[config.mk]
export PLATFORM = sky130hd
export DESIGN_NAME = mrre_core
export DESIGN_NICKNAME = d
export VERILOG_FILES = /design/src/design/mrre_pkg.sv /design/src/design/mrre_core.sv /design/src/design/mrre_exec_unit.sv
export SDC_FILE = /design/constraint.sdc
export NUM_CORES = 2
export LEC_CHECK = 0
export BUFFER_PORTS_ARGS = -buffer_cell sky130_fd_sc_hd__buf_2
export CORE_ASPECT_RATIO = 1.75
export CORE_MARGIN = 10
export CORE_UTILIZATION = 45
export CTS_CLUSTER_DIAMETER = 150
export CTS_CLUSTER_SIZE = 12
export DETAILED_ROUTE_END_ITERATION = 12
export PLACE_DENSITY = 0.72
export SLEW_MARGIN = 5
export SYNTH_ARGS = -nofsm -noshare
export SYNTH_HDL_FRONTEND = slang
export SYNTH_SLANG_ARGS = --single-unit
export TNS_END_PERCENT = 1
[constraint.sdc]
create_clock -name hclk -period 3.7 [get_ports hclk]
set_input_delay 0.74 -clock hclk [delete_from_list [all_inputs] [get_ports hclk]]
set_output_delay 0.74 -clock hclk [all_outputs]
set_load 0.02 [all_outputs]
[src/design/mrre_pkg.sv]
// Constants, types and register map of the move/return/rotate execution block.
// Assumes one 125 MHz core clock and an AHB-Lite port driven by a single master.
//
// How it works
// - copy_work_to_file writes working register into file register, flags kept, one cycle.
// - load_literal puts the 8-bit literal into working register, flags kept, one cycle.
// - copy_file_value moves file register to working register (d=0) or itself (d=1).
// - copy_file_value sets the zero flag when the moved value is zero, else clears it.
// - return_irq_reenable pops stack into program counter, sets interrupt enable, two cycles.
// - return_with_literal loads literal, pops stack into program counter, two cycles.
// - rotate_left_carry shifts left, carry into bit 0, bit 7 into carry, one cycle.
// - rotate_left_carry writes working register when d=0, file register when d=1.
package mrre_pkg;

   localparam int DATA_W = 8;
   localparam int FILE_ADDR_W = 7;
   localparam int FILE_DEPTH = 128;
   localparam int PC_W = 11;
   localparam int STACK_DEPTH = 8;
   localparam int STACK_IDX_W = 3;
   localparam int SP_W = 4;
   localparam int EXEC_LONG_CYCLES = 2;

   // Byte offsets, decoded on haddr[7:0]
   localparam logic [7:0] OFS_INSTR = 8'h00;
   localparam logic [7:0] OFS_WORK = 8'h04;
   localparam logic [7:0] OFS_STATUS = 8'h08;
   localparam logic [7:0] OFS_PC = 8'h0c;
   localparam logic [7:0] OFS_STACK = 8'h10;
   localparam logic [7:0] OFS_FILE_ADDR = 8'h14;
   localparam logic [7:0] OFS_FILE_DATA = 8'h18;

   // Status register bit positions
   localparam int ST_CARRY_BIT = 0;
   localparam int ST_ZERO_BIT = 1;
   localparam int ST_IRQ_EN_BIT = 2;
   localparam int ST_BUSY_BIT = 3;

   // Reset values
   localparam logic [DATA_W-1:0] WORK_RST = 8'h00;
   localparam logic [DATA_W-1:0] FILE_RST = 8'h00;
   localparam logic [PC_W-1:0] PC_RST = 11'h000;
   localparam logic [SP_W-1:0] SP_RST = 4'h0;
   localparam logic [FILE_ADDR_W-1:0] FADDR_RST = 7'h00;

   // Opcodes in instruction bits [15:12]
   typedef enum logic [3:0] {
      MRRE_OP_NOP = 4'h0,
      MRRE_OP_COPY_WORK_TO_FILE = 4'h1,
      MRRE_OP_LOAD_LITERAL = 4'h2,
      MRRE_OP_COPY_FILE_VALUE = 4'h3,
      MRRE_OP_RETURN_IRQ_REENABLE = 4'h4,
      MRRE_OP_RETURN_WITH_LITERAL = 4'h5,
      MRRE_OP_ROTATE_LEFT_CARRY = 4'h6
   } mrre_op_t;

   typedef enum logic [0:0] {
      MRRE_ST_IDLE = 1'b0,
      MRRE_ST_SECOND = 1'b1
   } mrre_state_t;

   typedef enum logic [2:0] {
      MRRE_R_INSTR = 3'h0,
      MRRE_R_WORK = 3'h1,
      MRRE_R_STATUS = 3'h2,
      MRRE_R_PC = 3'h3,
      MRRE_R_STACK = 3'h4,
      MRRE_R_FADDR = 3'h5,
      MRRE_R_FDATA = 3'h6,
      MRRE_R_NONE = 3'h7
   } mrre_reg_t;

   // Instruction word: opcode, destination bit, spare, operand
   typedef struct packed {
      logic [3:0] opcode;
      logic dest;
      logic [2:0] spare;
      logic [DATA_W-1:0] operand;
   } mrre_instr_t;

   // Effects of one instruction, produced by the execution unit
   typedef struct packed {
      logic work_we;
      logic [DATA_W-1:0] work_d;
      logic file_we;
      logic [DATA_W-1:0] file_d;
      logic carry_we;
      logic carry_d;
      logic zero_we;
      logic zero_d;
      logic pop;
      logic irq_en_set;
      logic two_cycle;
   } mrre_exec_t;

   // Address decode shared by the read and write paths
   function automatic mrre_reg_t mrre_reg_index(input logic [7:0] a);
      mrre_reg_t r;
      r = MRRE_R_NONE;
      case (a)
         OFS_INSTR: r = MRRE_R_INSTR;
         OFS_WORK: r = MRRE_R_WORK;
         OFS_STATUS: r = MRRE_R_STATUS;
         OFS_PC: r = MRRE_R_PC;
         OFS_STACK: r = MRRE_R_STACK;
         OFS_FILE_ADDR: r = MRRE_R_FADDR;
         OFS_FILE_DATA: r = MRRE_R_FDATA;
         default: r = MRRE_R_NONE;
      endcase
      return r;
   endfunction

endpackage

[src/design/mrre_core.sv]
// Top of the move/return/rotate execution block: AHB-Lite slave, working
// register, flags, program counter, call stack and 128-byte file.
// Assumes one AHB-Lite master issuing single word transfers on hclk.
//
// Implementation choices: the AHB-Lite interface to the registers and the register addresses.
`timescale 1ns/1ps

module mrre_core
   import mrre_pkg::*;
(
   input wire logic hclk,
   input wire logic hresetn,
   input wire logic hsel,
   input wire logic [31:0] haddr,
   input wire logic [1:0] htrans,
   input wire logic hwrite,
   input wire logic [2:0] hsize,
   input wire logic [31:0] hwdata,
   input wire logic hready,
   output logic hreadyout,
   output logic [31:0] hrdata,
   output logic hresp
);

   ////////////////////////////////////////////////////////////////////////////////
   // Declarations
   mrre_state_t state_q;
   logic dphase_q;
   logic dwrite_q;
   mrre_reg_t dreg_q;
   logic rd_wait_q;
   logic [31:0] hrdata_q;
   logic [DATA_W-1:0] work_q;
   logic carry_q;
   logic zero_q;
   logic irq_en_q;
   logic [PC_W-1:0] pc_q;
   logic [SP_W-1:0] sp_q;
   logic [PC_W-1:0] stack_q [STACK_DEPTH];
   logic [DATA_W-1:0] file_q [FILE_DEPTH];
   logic [FILE_ADDR_W-1:0] faddr_q;
   logic addr_take;
   logic wr_done;
   logic exec_go;
   logic sw_wr;
   mrre_instr_t instr;
   mrre_exec_t fx;
   logic [FILE_ADDR_W-1:0] exec_addr;
   logic [STACK_IDX_W-1:0] top_idx;
   logic [PC_W-1:0] stack_top;
   logic stack_empty;
   logic stack_full;
   logic [31:0] rd_mux;
   logic [31:0] status_word;

   ////////////////////////////////////////////////////////////////////////////////
   // Bus handshake: reads take one wait state, long instructions stall the bus
   assign hreadyout = ~rd_wait_q & (state_q == MRRE_ST_IDLE);
   assign hresp = 1'b0;
   assign hrdata = hrdata_q;
   assign addr_take = hsel & htrans[1] & hready;
   assign wr_done = dphase_q & dwrite_q & hreadyout;
   assign exec_go = wr_done & (dreg_q == MRRE_R_INSTR);
   assign sw_wr = wr_done & (dreg_q != MRRE_R_INSTR);

   // Instruction fields seen by the execution unit; stack top loaded into the PC by returns
   assign instr = mrre_instr_t'(hwdata[15:0]);
   assign exec_addr = instr.operand[FILE_ADDR_W-1:0];
   assign stack_empty = (sp_q == SP_RST);
   assign stack_full = (sp_q == SP_W'(STACK_DEPTH));
   assign top_idx = STACK_IDX_W'(sp_q - 4'h1);
   assign stack_top = stack_empty ? PC_RST : stack_q[top_idx];

   mrre_exec_unit u_exec (
      .instr(instr),
      .work(work_q),
      .file_val(file_q[exec_addr]),
      .carry(carry_q),
      .fx(fx)
   );

   ////////////////////////////////////////////////////////////////////////////////
   // Address phase capture
   always_ff @(posedge hclk or negedge hresetn) begin
      if (!hresetn) begin
         dphase_q <= 1'b0;
         dwrite_q <= 1'b0;
         dreg_q <= MRRE_R_NONE;
      end else if (hready) begin
         dphase_q <= addr_take;
         dwrite_q <= addr_take & hwrite;
         dreg_q <= mrre_reg_index(haddr[7:0]);
      end
   end

   // Read wait state: the data is sampled one cycle after the address phase,
   // so a write finishing at that same edge is already visible
   always_ff @(posedge hclk or negedge hresetn) begin
      if (!hresetn) begin
         rd_wait_q <= 1'b0;
      end else if (addr_take & ~hwrite) begin
         rd_wait_q <= 1'b1;
      end else begin
         rd_wait_q <= 1'b0;
      end
   end

   // Read data register
   always_ff @(posedge hclk or negedge hresetn) begin
      if (!hresetn) begin
         hrdata_q <= 32'h0000_0000;
      end else if (rd_wait_q) begin
         hrdata_q <= rd_mux;
      end
   end

   ////////////////////////////////////////////////////////////////////////////////
   // Read multiplexer; unmapped offsets and the instruction port read zero
   always_comb begin
      status_word = 32'h0000_0000;
      status_word[ST_CARRY_BIT] = carry_q;
      status_word[ST_ZERO_BIT] = zero_q;
      status_word[ST_IRQ_EN_BIT] = irq_en_q;
      status_word[ST_BUSY_BIT] = (state_q != MRRE_ST_IDLE);
      case (dreg_q)
         MRRE_R_WORK: rd_mux = {24'h00_0000, work_q};
         MRRE_R_STATUS: rd_mux = status_word;
         MRRE_R_PC: rd_mux = {21'h00_0000, pc_q};
         MRRE_R_STACK: rd_mux = {28'h000_0000, sp_q};
         MRRE_R_FADDR: rd_mux = {25'h000_0000, faddr_q};
         MRRE_R_FDATA: rd_mux = {24'h00_0000, file_q[faddr_q]};
         default: rd_mux = 32'h0000_0000;
      endcase
   end

   ////////////////////////////////////////////////////////////////////////////////
   // Sequencer: a two-cycle instruction holds the second cycle as a bus stall
   always_ff @(posedge hclk or negedge hresetn) begin
      if (!hresetn) begin
         state_q <= MRRE_ST_IDLE;
      end else begin
         case (state_q)
            MRRE_ST_IDLE: begin
               if (exec_go && fx.two_cycle) begin
                  state_q <= MRRE_ST_SECOND;
               end
            end
            MRRE_ST_SECOND: begin
               state_q <= MRRE_ST_IDLE;
            end
            default: begin
               state_q <= MRRE_ST_IDLE;
            end
         endcase
      end
   end

   ////////////////////////////////////////////////////////////////////////////////
   // Working register: instruction result or software write
   always_ff @(posedge hclk or negedge hresetn) begin
      if (!hresetn) begin
         work_q <= WORK_RST;
      end else if (exec_go && fx.work_we) begin
         work_q <= fx.work_d;
      end else if (sw_wr && dreg_q == MRRE_R_WORK) begin
         work_q <= hwdata[DATA_W-1:0];
      end
   end

   // Flags: only the flags an instruction names are touched
   always_ff @(posedge hclk or negedge hresetn) begin
      if (!hresetn) begin
         carry_q <= 1'b0;
         zero_q <= 1'b0;
         irq_en_q <= 1'b0;
      end else if (exec_go) begin
         if (fx.carry_we) begin
            carry_q <= fx.carry_d;
         end
         if (fx.zero_we) begin
            zero_q <= fx.zero_d;
         end
         if (fx.irq_en_set) begin
            irq_en_q <= 1'b1;
         end
      end else if (sw_wr && dreg_q == MRRE_R_STATUS) begin
         carry_q <= hwdata[ST_CARRY_BIT];
         zero_q <= hwdata[ST_ZERO_BIT];
         irq_en_q <= hwdata[ST_IRQ_EN_BIT];
      end
   end

   // Program counter: returns load the stack top, others step by one
   always_ff @(posedge hclk or negedge hresetn) begin
      if (!hresetn) begin
         pc_q <= PC_RST;
      end else if (exec_go) begin
         if (fx.pop) begin
            pc_q <= stack_top;
         end else begin
            pc_q <= PC_W'(pc_q + 11'h001);
         end
      end else if (sw_wr && dreg_q == MRRE_R_PC) begin
         pc_q <= hwdata[PC_W-1:0];
      end
   end

   ////////////////////////////////////////////////////////////////////////////////
   // Call stack: software pushes return addresses, returns pop them.
   // Push on a full stack and pop on an empty one are ignored.
   always_ff @(posedge hclk or negedge hresetn) begin
      if (!hresetn) begin
         sp_q <= SP_RST;
      end else if (exec_go && fx.pop && !stack_empty) begin
         sp_q <= SP_W'(sp_q - 4'h1);
      end else if (sw_wr && dreg_q == MRRE_R_STACK && !stack_full) begin
         sp_q <= SP_W'(sp_q + 4'h1);
      end
   end

   generate
      for (genvar i = 0; i < STACK_DEPTH; i++) begin : g_stack
         // One stack level, written only by a push landing on it
         always_ff @(posedge hclk or negedge hresetn) begin
            if (!hresetn) begin
               stack_q[i] <= PC_RST;
            end else if (sw_wr && dreg_q == MRRE_R_STACK && !stack_full &&
                         sp_q == SP_W'(i)) begin
               stack_q[i] <= hwdata[PC_W-1:0];
            end
         end
      end
   endgenerate

   ////////////////////////////////////////////////////////////////////////////////
   // File register window address
   always_ff @(posedge hclk or negedge hresetn) begin
      if (!hresetn) begin
         faddr_q <= FADDR_RST;
      end else if (sw_wr && dreg_q == MRRE_R_FADDR) begin
         faddr_q <= hwdata[FILE_ADDR_W-1:0];
      end
   end

   // File registers; an instruction and a software access never share an edge
   generate
      for (genvar j = 0; j < FILE_DEPTH; j++) begin : g_file
         always_ff @(posedge hclk or negedge hresetn) begin
            if (!hresetn) begin
               file_q[j] <= FILE_RST;
            end else if (exec_go && fx.file_we && exec_addr == FILE_ADDR_W'(j)) begin
               file_q[j] <= fx.file_d;
            end else if (sw_wr && dreg_q == MRRE_R_FDATA && faddr_q == FILE_ADDR_W'(j)) begin
               file_q[j] <= hwdata[DATA_W-1:0];
            end
         end
      end
   endgenerate

endmodule

[src/design/mrre_exec_unit.sv]
// Combinational execution unit: decodes one instruction word into its effects.
// Assumes the caller supplies the addressed file value and current carry flag.
`timescale 1ns/1ps

module mrre_exec_unit
   import mrre_pkg::*;
(
   input wire mrre_instr_t instr,
   input wire logic [DATA_W-1:0] work,
   input wire logic [DATA_W-1:0] file_val,
   input wire logic carry,
   output mrre_exec_t fx
);

   ////////////////////////////////////////////////////////////////////////////////
   // Decode; unknown opcodes behave as no operation
   always_comb begin
      fx = '0;
      case (instr.opcode)
         MRRE_OP_COPY_WORK_TO_FILE: begin
            fx.file_we = 1'b1;
            fx.file_d = work;
         end
         MRRE_OP_LOAD_LITERAL: begin
            fx.work_we = 1'b1;
            fx.work_d = instr.operand;
         end
         MRRE_OP_COPY_FILE_VALUE: begin
            fx.file_we = instr.dest;
            fx.work_we = ~instr.dest;
            fx.file_d = file_val;
            fx.work_d = file_val;
            fx.zero_we = 1'b1;
            fx.zero_d = (file_val == 8'h00);
         end
         MRRE_OP_RETURN_IRQ_REENABLE: begin
            fx.pop = 1'b1;
            fx.irq_en_set = 1'b1;
            fx.two_cycle = 1'b1;
         end
         MRRE_OP_RETURN_WITH_LITERAL: begin
            fx.work_we = 1'b1;
            fx.work_d = instr.operand;
            fx.pop = 1'b1;
            fx.two_cycle = 1'b1;
         end
         MRRE_OP_ROTATE_LEFT_CARRY: begin
            fx.file_we = instr.dest;
            fx.work_we = ~instr.dest;
            fx.file_d = {file_val[6:0], carry};
            fx.work_d = {file_val[6:0], carry};
            fx.carry_we = 1'b1;
            fx.carry_d = file_val[7];
         end
         default: begin
            fx = '0;
         end
      endcase
   end

endmodule

Word level (Yosys, flattened, before mapping)
Index checks and enable logic that the tools add are counted.

cells by class
  eq/ne operators = 283
  order comparisons = 3
  add/sub/neg operators = 3
  muxes and demuxes = 293
  reductions and logical operators = 421
  bitwise operators = 16

operators with widths
  cell                                                  number
  two-way mux 8 bit                                     262
  equality test 7 bit (second input constant)           128
  equality test 7 x 6 -> 1 bit (second input constant)  64
  logical AND 1 bit                                     275
  nonzero test 2 bit                                    132
  equality test 7 x 5 -> 1 bit (second input constant)  32
  binary-select mux 8 bit (select 7 bit)                2
  equality test 7 x 4 -> 1 bit (second input constant)  16
  two-way mux 11 bit                                    6
  case mux 11 bit (6 select lines)                      1
  equality test 7 x 3 -> 1 bit (second input constant)  8
  case mux 9 bit (3 select lines)                       2
  binary-select mux 11 bit (select 3 bit)               1
  equality test 4 x 3 -> 1 bit (second input constant)  7
  equality test 7 x 2 -> 1 bit (second input constant)  4
  equality test 8 x 5 -> 1 bit (second input constant)  3
  case mux 3 bit (7 select lines)                       1
  equality test 4 x 2 -> 1 bit (second input constant)  4
  equality test 8 x 4 -> 1 bit (second input constant)  2
  >= comparator 8 bit (second input constant)           2
  logical NOT 8 bit                                     2
  inverter 7 -> 8 bit                                   2
  equality test 7 x 1 -> 1 bit (second input constant)  2
  logical NOT 7 bit                                     2
  other kinds (24)                                      59

word-level totals
  word-level logic and storage cells = 1168
  bits of input ports = 74
  bits in registers = 1184

Longest topological paths before layout
  depth in word-level cells = 8
  depth in mapped cells = 14
  gate-level depth less buffers = 9

Hierarchy
Synthesis repeated with hierarchy kept, for this count alone.

second synthesis, totals
  cells, all modules = 6512
  area total of the unflattened synthesis = 69501.7 um^2

modules (own cells, without submodules)
  module          area an instance (um^2)  sequential area each (um^2)  cells each  instances
  mrre_core       69050.0                  29106.7                      6447        1
  mrre_exec_unit  451.7                    0.0                          65          1

Least setup slack after synthesis
OpenSTA, ideal clock, no wires.

  path kind = register to register
  from = register sp_q[0]
  to = register stack_q[17] (netlist bit)
  data required time = 3.565 ns
  cell stages (with the launch flop) = 13
  slack = 0.117 ns
  clock period less this slack = 3.583 ns
  data arrival time = 3.448 ns
  cells stage by stage = dfrtp_1 -> clkbuf_1 -> clkbuf_1 -> inv_1 -> ha_1 -> nor2b_1 -> a2111oi_0 -> nand2_1 -> nor2_1 -> nand2_1 -> clkbuf_1 -> nand2_1 -> o21ai_0

on the way
  cells in the longest elaborated chain, start to end = 4
  elaborated cells between the ends (all ways) = 5

ends and longest elaborated chain
  what                           RTL line          source
  start, declared                mrre_core.sv:38   logic [SP_W-1:0] sp_q;
  start signal, assigned         mrre_core.sv:215  sp_q <= SP_W'(sp_q - 4'h1);
  start signal, assigned         mrre_core.sv:217  sp_q <= SP_W'(sp_q + 4'h1);
  equality test 4 bit            mrre_core.sv:70   assign stack_full = (sp_q == SP_W'(STACK_DEPTH));
  logical NOT 1 bit              mrre_core.sv:227  end else if (sw_wr && dreg_q == MRRE_R_STACK && !stack_full &&
  logical AND 1 bit              mrre_core.sv:227
  logical AND 1 bit *            mrre_core.sv:227
  end signal, assigned by index  mrre_core.sv:229  stack_q[i] <= hwdata[PC_W-1:0];
  end, declared                  mrre_core.sv:39   logic [PC_W-1:0] stack_q [STACK_DEPTH];

Mark *: on every way between the ends. The rest lies on a longest branch, timed or not.
A chain may end at the register's enable or synchronous reset.

Final worst setup path
  from = input hwdata[3]
  to = register file_q[599] (netlist bit)

on the way
  cells in the longest elaborated chain, start to end = 6
  elaborated cells between the ends (all ways) = 9

ends and longest elaborated chain
  what                                                  RTL line              source
  start, declared                                       mrre_core.sv:18       input wire logic [31:0] hwdata,
  inverter 7 -> 8 bit (implied by the code)             mrre_core.sv:77       .file_val(file_q[exec_addr]),
  binary-select mux 8 bit (select 7 bit)                mrre_core.sv:77
  two-way mux 8 bit (implied by the code) (2 in a row)  mrre_core.sv:77
  case mux 9 bit (3 select lines)                       mrre_exec_unit.sv:19  case (instr.opcode)
  two-way mux 8 bit                                     mrre_core.sv:251      end else if (exec_go && fx.file_we && exec_addr == FILE_ADDR_W'(j)) begin
  end signal, assigned by index                         mrre_core.sv:252      file_q[j] <= fx.file_d;
  end signal, assigned by index                         mrre_core.sv:254      file_q[j] <= hwdata[DATA_W-1:0];
  end, declared                                         mrre_core.sv:40       logic [DATA_W-1:0] file_q [FILE_DEPTH];

Several ways; a longest one is shown, not always the timed one. The select of a mux whose other input is x is not followed.

==> impl_results.md <==
* Post-Synth Adder-Cell Area at 0.0009189
* Final hold vios at 0
* Filler cells at 13,300
* Initial Util at 0.4537
* Fmax achieved at 261.8 MHz
* Synthesized instance count at 6,252
* Kind of critical path: input pin to register
* Placer Congestion at 1.097
* Endpoint class of the critical path: register
* Static Leak at 33.40 nW
* Crit path largest cell delay at 0.98 ns
* Final net count at 6,949
* Die ar. at 0.1679 sq mm
* Synth Area in Simple Gates at 0.09358
* Final setup violation count at 149
* Initial antenna violation count at 61
* Area share of the largest cell type after synthesis at 0.4264
* First-pass GRT wire length at 528,600 microns
* Post-route DRC violation count at 0
* Pwr Density at 344.5 mW/mm^2
* Worst Tran Pin Value at 1.227 ns
* # IOs at 108
* CP delay by family, top: compound AO/OA/AOI/OAI gates
* Synth area leaders: dfrtp_1, mux4_2, a22oi_1
* Via/cell ratio at 7.498
* Post-DP Area at 0.07798 sq mm
* Dpl hpwl at 279,700 microns
* Area leader, netlist: dfrtp_1
* Count of buffers from port buffering at 41
* MaxCap Viol Count at 0
* Layout area overhead at 19.26%
* FFs w/ async S/R, synth at 1.000
* Crit path launch type: input pin
* Worst skew pair latency at 0.84 ns
* CTS tree: done
* Gr ovfl total at 0
* Cell mode on critical path: buf_12
* Final ANT Viol Nets at 0
* Register area share after synthesis at 0.4275
* Initial DRC count at 10,150
* Number of buffers created by CTS at 106
* Failing checks: setup timing
* Max Slew Vio Count at 0
* Crit-path cells: buf_8 -> buf_12 -> nand2b_1 -> buf_4 -> o22ai_1 -> a21oi_1 -> a221o_1 -> buf_4 -> a221oi_4 -> buf_12 -> buf_12 -> a221oi_1
* Critical Path Slowest Stage Cell: a21oi_1
* Post-synth EDFFs at 0
* Outcome: finished, violations left
* Via Count at 66,830
* YS warnings at 0
* Die Span Y at 534.6 microns
* Fin worst setup slack at -0.1202 ns
* Cell variety after synth at 75
* Period utilisation layout at 1.032
* Clk network pwr share at 0.376
* Clock-pin slew on the worst setup and hold paths at 0.07 ns
* Pre-CTS setup slack at -1.239 ns
* Syn_area_per_cell at 10.89 sq um
* Setup TNS at -6.634 ns
* Switching share of power at 0.2993
* Worst Hold Class: input pin to register
* Mapped cell area at 0.06808 sq mm
* Post-synthesis compound-gate area fraction at 0.2003
* Largest net degree at the start of global routing at 110
* Worst-case clock buffer depth at 3
* Detailed Route WL at 383,100 microns
* Vias in the first global route at 65,140
* Share of layout cells above drive strength 1 at 0.2813
* Maximum vdd drop at 0.0004093 V
* CP bufs+invs at 6
* Flop pwr share at 0.471
* Main combinational cell family by area after synthesis: multiplexers
* Die X at 314.0 microns
* P_int at 0.01960 W
* Row count at 188
* Number of clock sinks at 1,163
* WL per Instance at 42.98 microns
* Ys flop type: dfrtp_1
* RSZ-0062 raised after global routing: yes
* Largest fanout on the critical path at 17
* Comb power frac at 0.152
* #FFs+latches synth at 1,163
* Core ar. at 0.1501 sq mm
* Switch Pwr at 0.008372 W
* Max-slew headroom at 0.1817
* Critical Path AT at 4.52 ns
* XOR/XNOR Fraction of Synth Area at 0.001801
* Mux contribution to synthesized area at 0.2353
* All-Layer GR Usage at 0.4486
* Final min period at 3.820 ns
* H-tree depth at 3
* 1st-pass router iterations at 8
* Critical path required time at 4.40 ns
* Clk root buf: clkbuf_16
* Design Area, Final at 0.08119 sq mm
* Clk_skew at 0.05376 ns
per-stage QoR:
step	total power, W	util	hold WS [ns]	instances
finish	0.02797	0.5410	0.1691	8913
detailed placement	0.01739	0.5196	0.4676	8745
global placement	0.01736	0.5196	0.4563	8745
floorplan	0.01509	-	0.4444	6273
CTS	0.02768	0.5389	0.1761	8871
global route	0.02843	0.5406	0.1802	8887
cells in the mapped netlist, types with 5 or more instances:
library cell,instances
nand3_1,134
o22ai_1,258
nor4bb_1,5
a222oi_1,5
a21oi_1,463
or2_2,5
mux2_2,71
a22oi_1,504
a32oi_1,11
and4_1,5
o31ai_1,5
nor3_1,197
xnor2_1,7
nor3_2,9
nand3b_1,7
buf_6,9
buf_4,60
nor4_1,9
o211ai_1,8
o211a_1,11
a221oi_1,70
nand2b_1,15
o311a_1,7
clkbuf_1,364
nand4_1,7
nor2b_1,75
and2_1,26
nand2_1,436
buf_2,85
o221ai_1,22
mux4_2,599
dfrtp_1,1160
ha_1,5
a31oi_1,42
xor2_1,7
and3_1,32
clkbuf_2,23
o21ai_0,626
buf_1,48
nor2_1,428
mux2i_1,173
or3_1,5
a211oi_1,126
inv_1,28
metal layers:
layer  up-vias  GRT usage  part of all wire
met1     33810     0.4786              0.31
met3      1922     0.1567              0.12
li1      25620          -                 -
met5         -   0.004602            0.0010
met2      5420     0.6907              0.45
met4        56     0.4161              0.12
worst reg2reg max path: stages, from the launching register on:
cell	delay [ns]
dfrtp_4	0.65
buf_12	0.26
buf_4	0.31
nand2b_1	0.18
nor3_2	0.90
nand2_1	0.63
nand2_1	0.47
o22ai_1	0.16
a21oi_1	0.14
cell usage in the layout (no fill, tap or decap), types with 12 or more instances in the layout:
| cell | instances |
|---|---|
| dfrtp_1 | 1155 |
| buf_4 | 881 |
| o21ai_0 | 626 |
| mux4_2 | 599 |
| a22oi_1 | 501 |
| a21oi_1 | 463 |
| nand2_1 | 436 |
| nor2_1 | 424 |
| o22ai_1 | 257 |
| nor3_1 | 185 |
| mux2i_1 | 171 |
| buf_12 | 149 |
| nand3_1 | 133 |
| a211oi_1 | 125 |
| clkbuf_16 | 109 |
| nor2b_1 | 74 |
| mux2_2 | 71 |
| a221oi_1 | 69 |
| a31oi_1 | 41 |
| buf_2 | 32 |
| diode_2 | 31 |
| and3_1 | 31 |
| and2_1 | 26 |
| inv_1 | 25 |
| o221ai_1 | 22 |
| conb_1 | 22 |
| nor3_2 | 20 |
| nand2b_1 | 15 |
| clkbuf_1 | 12 |
registers in the layout (all words and copies together), names as in the netlist, 3 cells and up:
| signal | flops |
|---|---|
| dreg_q | 3 |
| work_q | 8 |
| hrdata | 11 |
| file_q | 1024 |
| stack_q | 88 |
| sp_q | 4 |
| pc_q | 11 |
| faddr_q | 7 |
power groups by stage:
stage,Combinational [W],Clock (W),Sequential [W]
after floorplan,0.00178,0,0.0133
after global placement,0.00396,0,0.0134
after detailed placement,0.00399,0,0.0134
after CTS,0.00400,0.0105,0.0132
after global routing,0.00428,0.0110,0.0132
final,0.00426,0.0105,0.0132
area by class of cell:
class	count	area, sq um	share of cell area
antenna	31	77.57	0.0009554
clock buffer	119	2723	0.03353
clock inverter	6	115.1	0.001418
inverter	32	120.1	0.001479
multi-input combinational	4489	36530	0.4499
sequential	1163	29120	0.3587
tap	1995	2496	0.03074
timing repair buffer	1078	10010	0.1232
cells by family after synthesis:
family / count (synthesis)
compound gates: 2193
simple gates: 1412
flops: 1163
mux: 843
buf+inv: 621
xor+xnor: 14
fa+ha+maj: 5
other cells: 1
what timing repair did:
item | CTS | global route
pin swaps | 0 | 5
endpoints found under the setup margin | 511 | 574
cloned | 0 | 4
setup buffers | 0 | 7
resized for setup | 8 | 21
hold endpoints to repair | 10 | 0
hold buffers | 1 | 0
final timing paths:
path	slack, ns	start	cells past startpoint	to
worst max-delay path	-0.12	hwdata[3]	12	file_q[599]
worst min-delay path	0.17	haddr[4]	2	dreg_q[2]
worst max register to register	-0.06	faddr_q[1]	8	file_q[1000]
worst min register to register	0.48	stack_q[23]	2	stack_q[23]
max in group asynchronous	1.90	hresetn	4	file_q[1015]
min in group asynchronous	0.52	hresetn	2	file_q[646]
(Power assumes the default switching activity.)
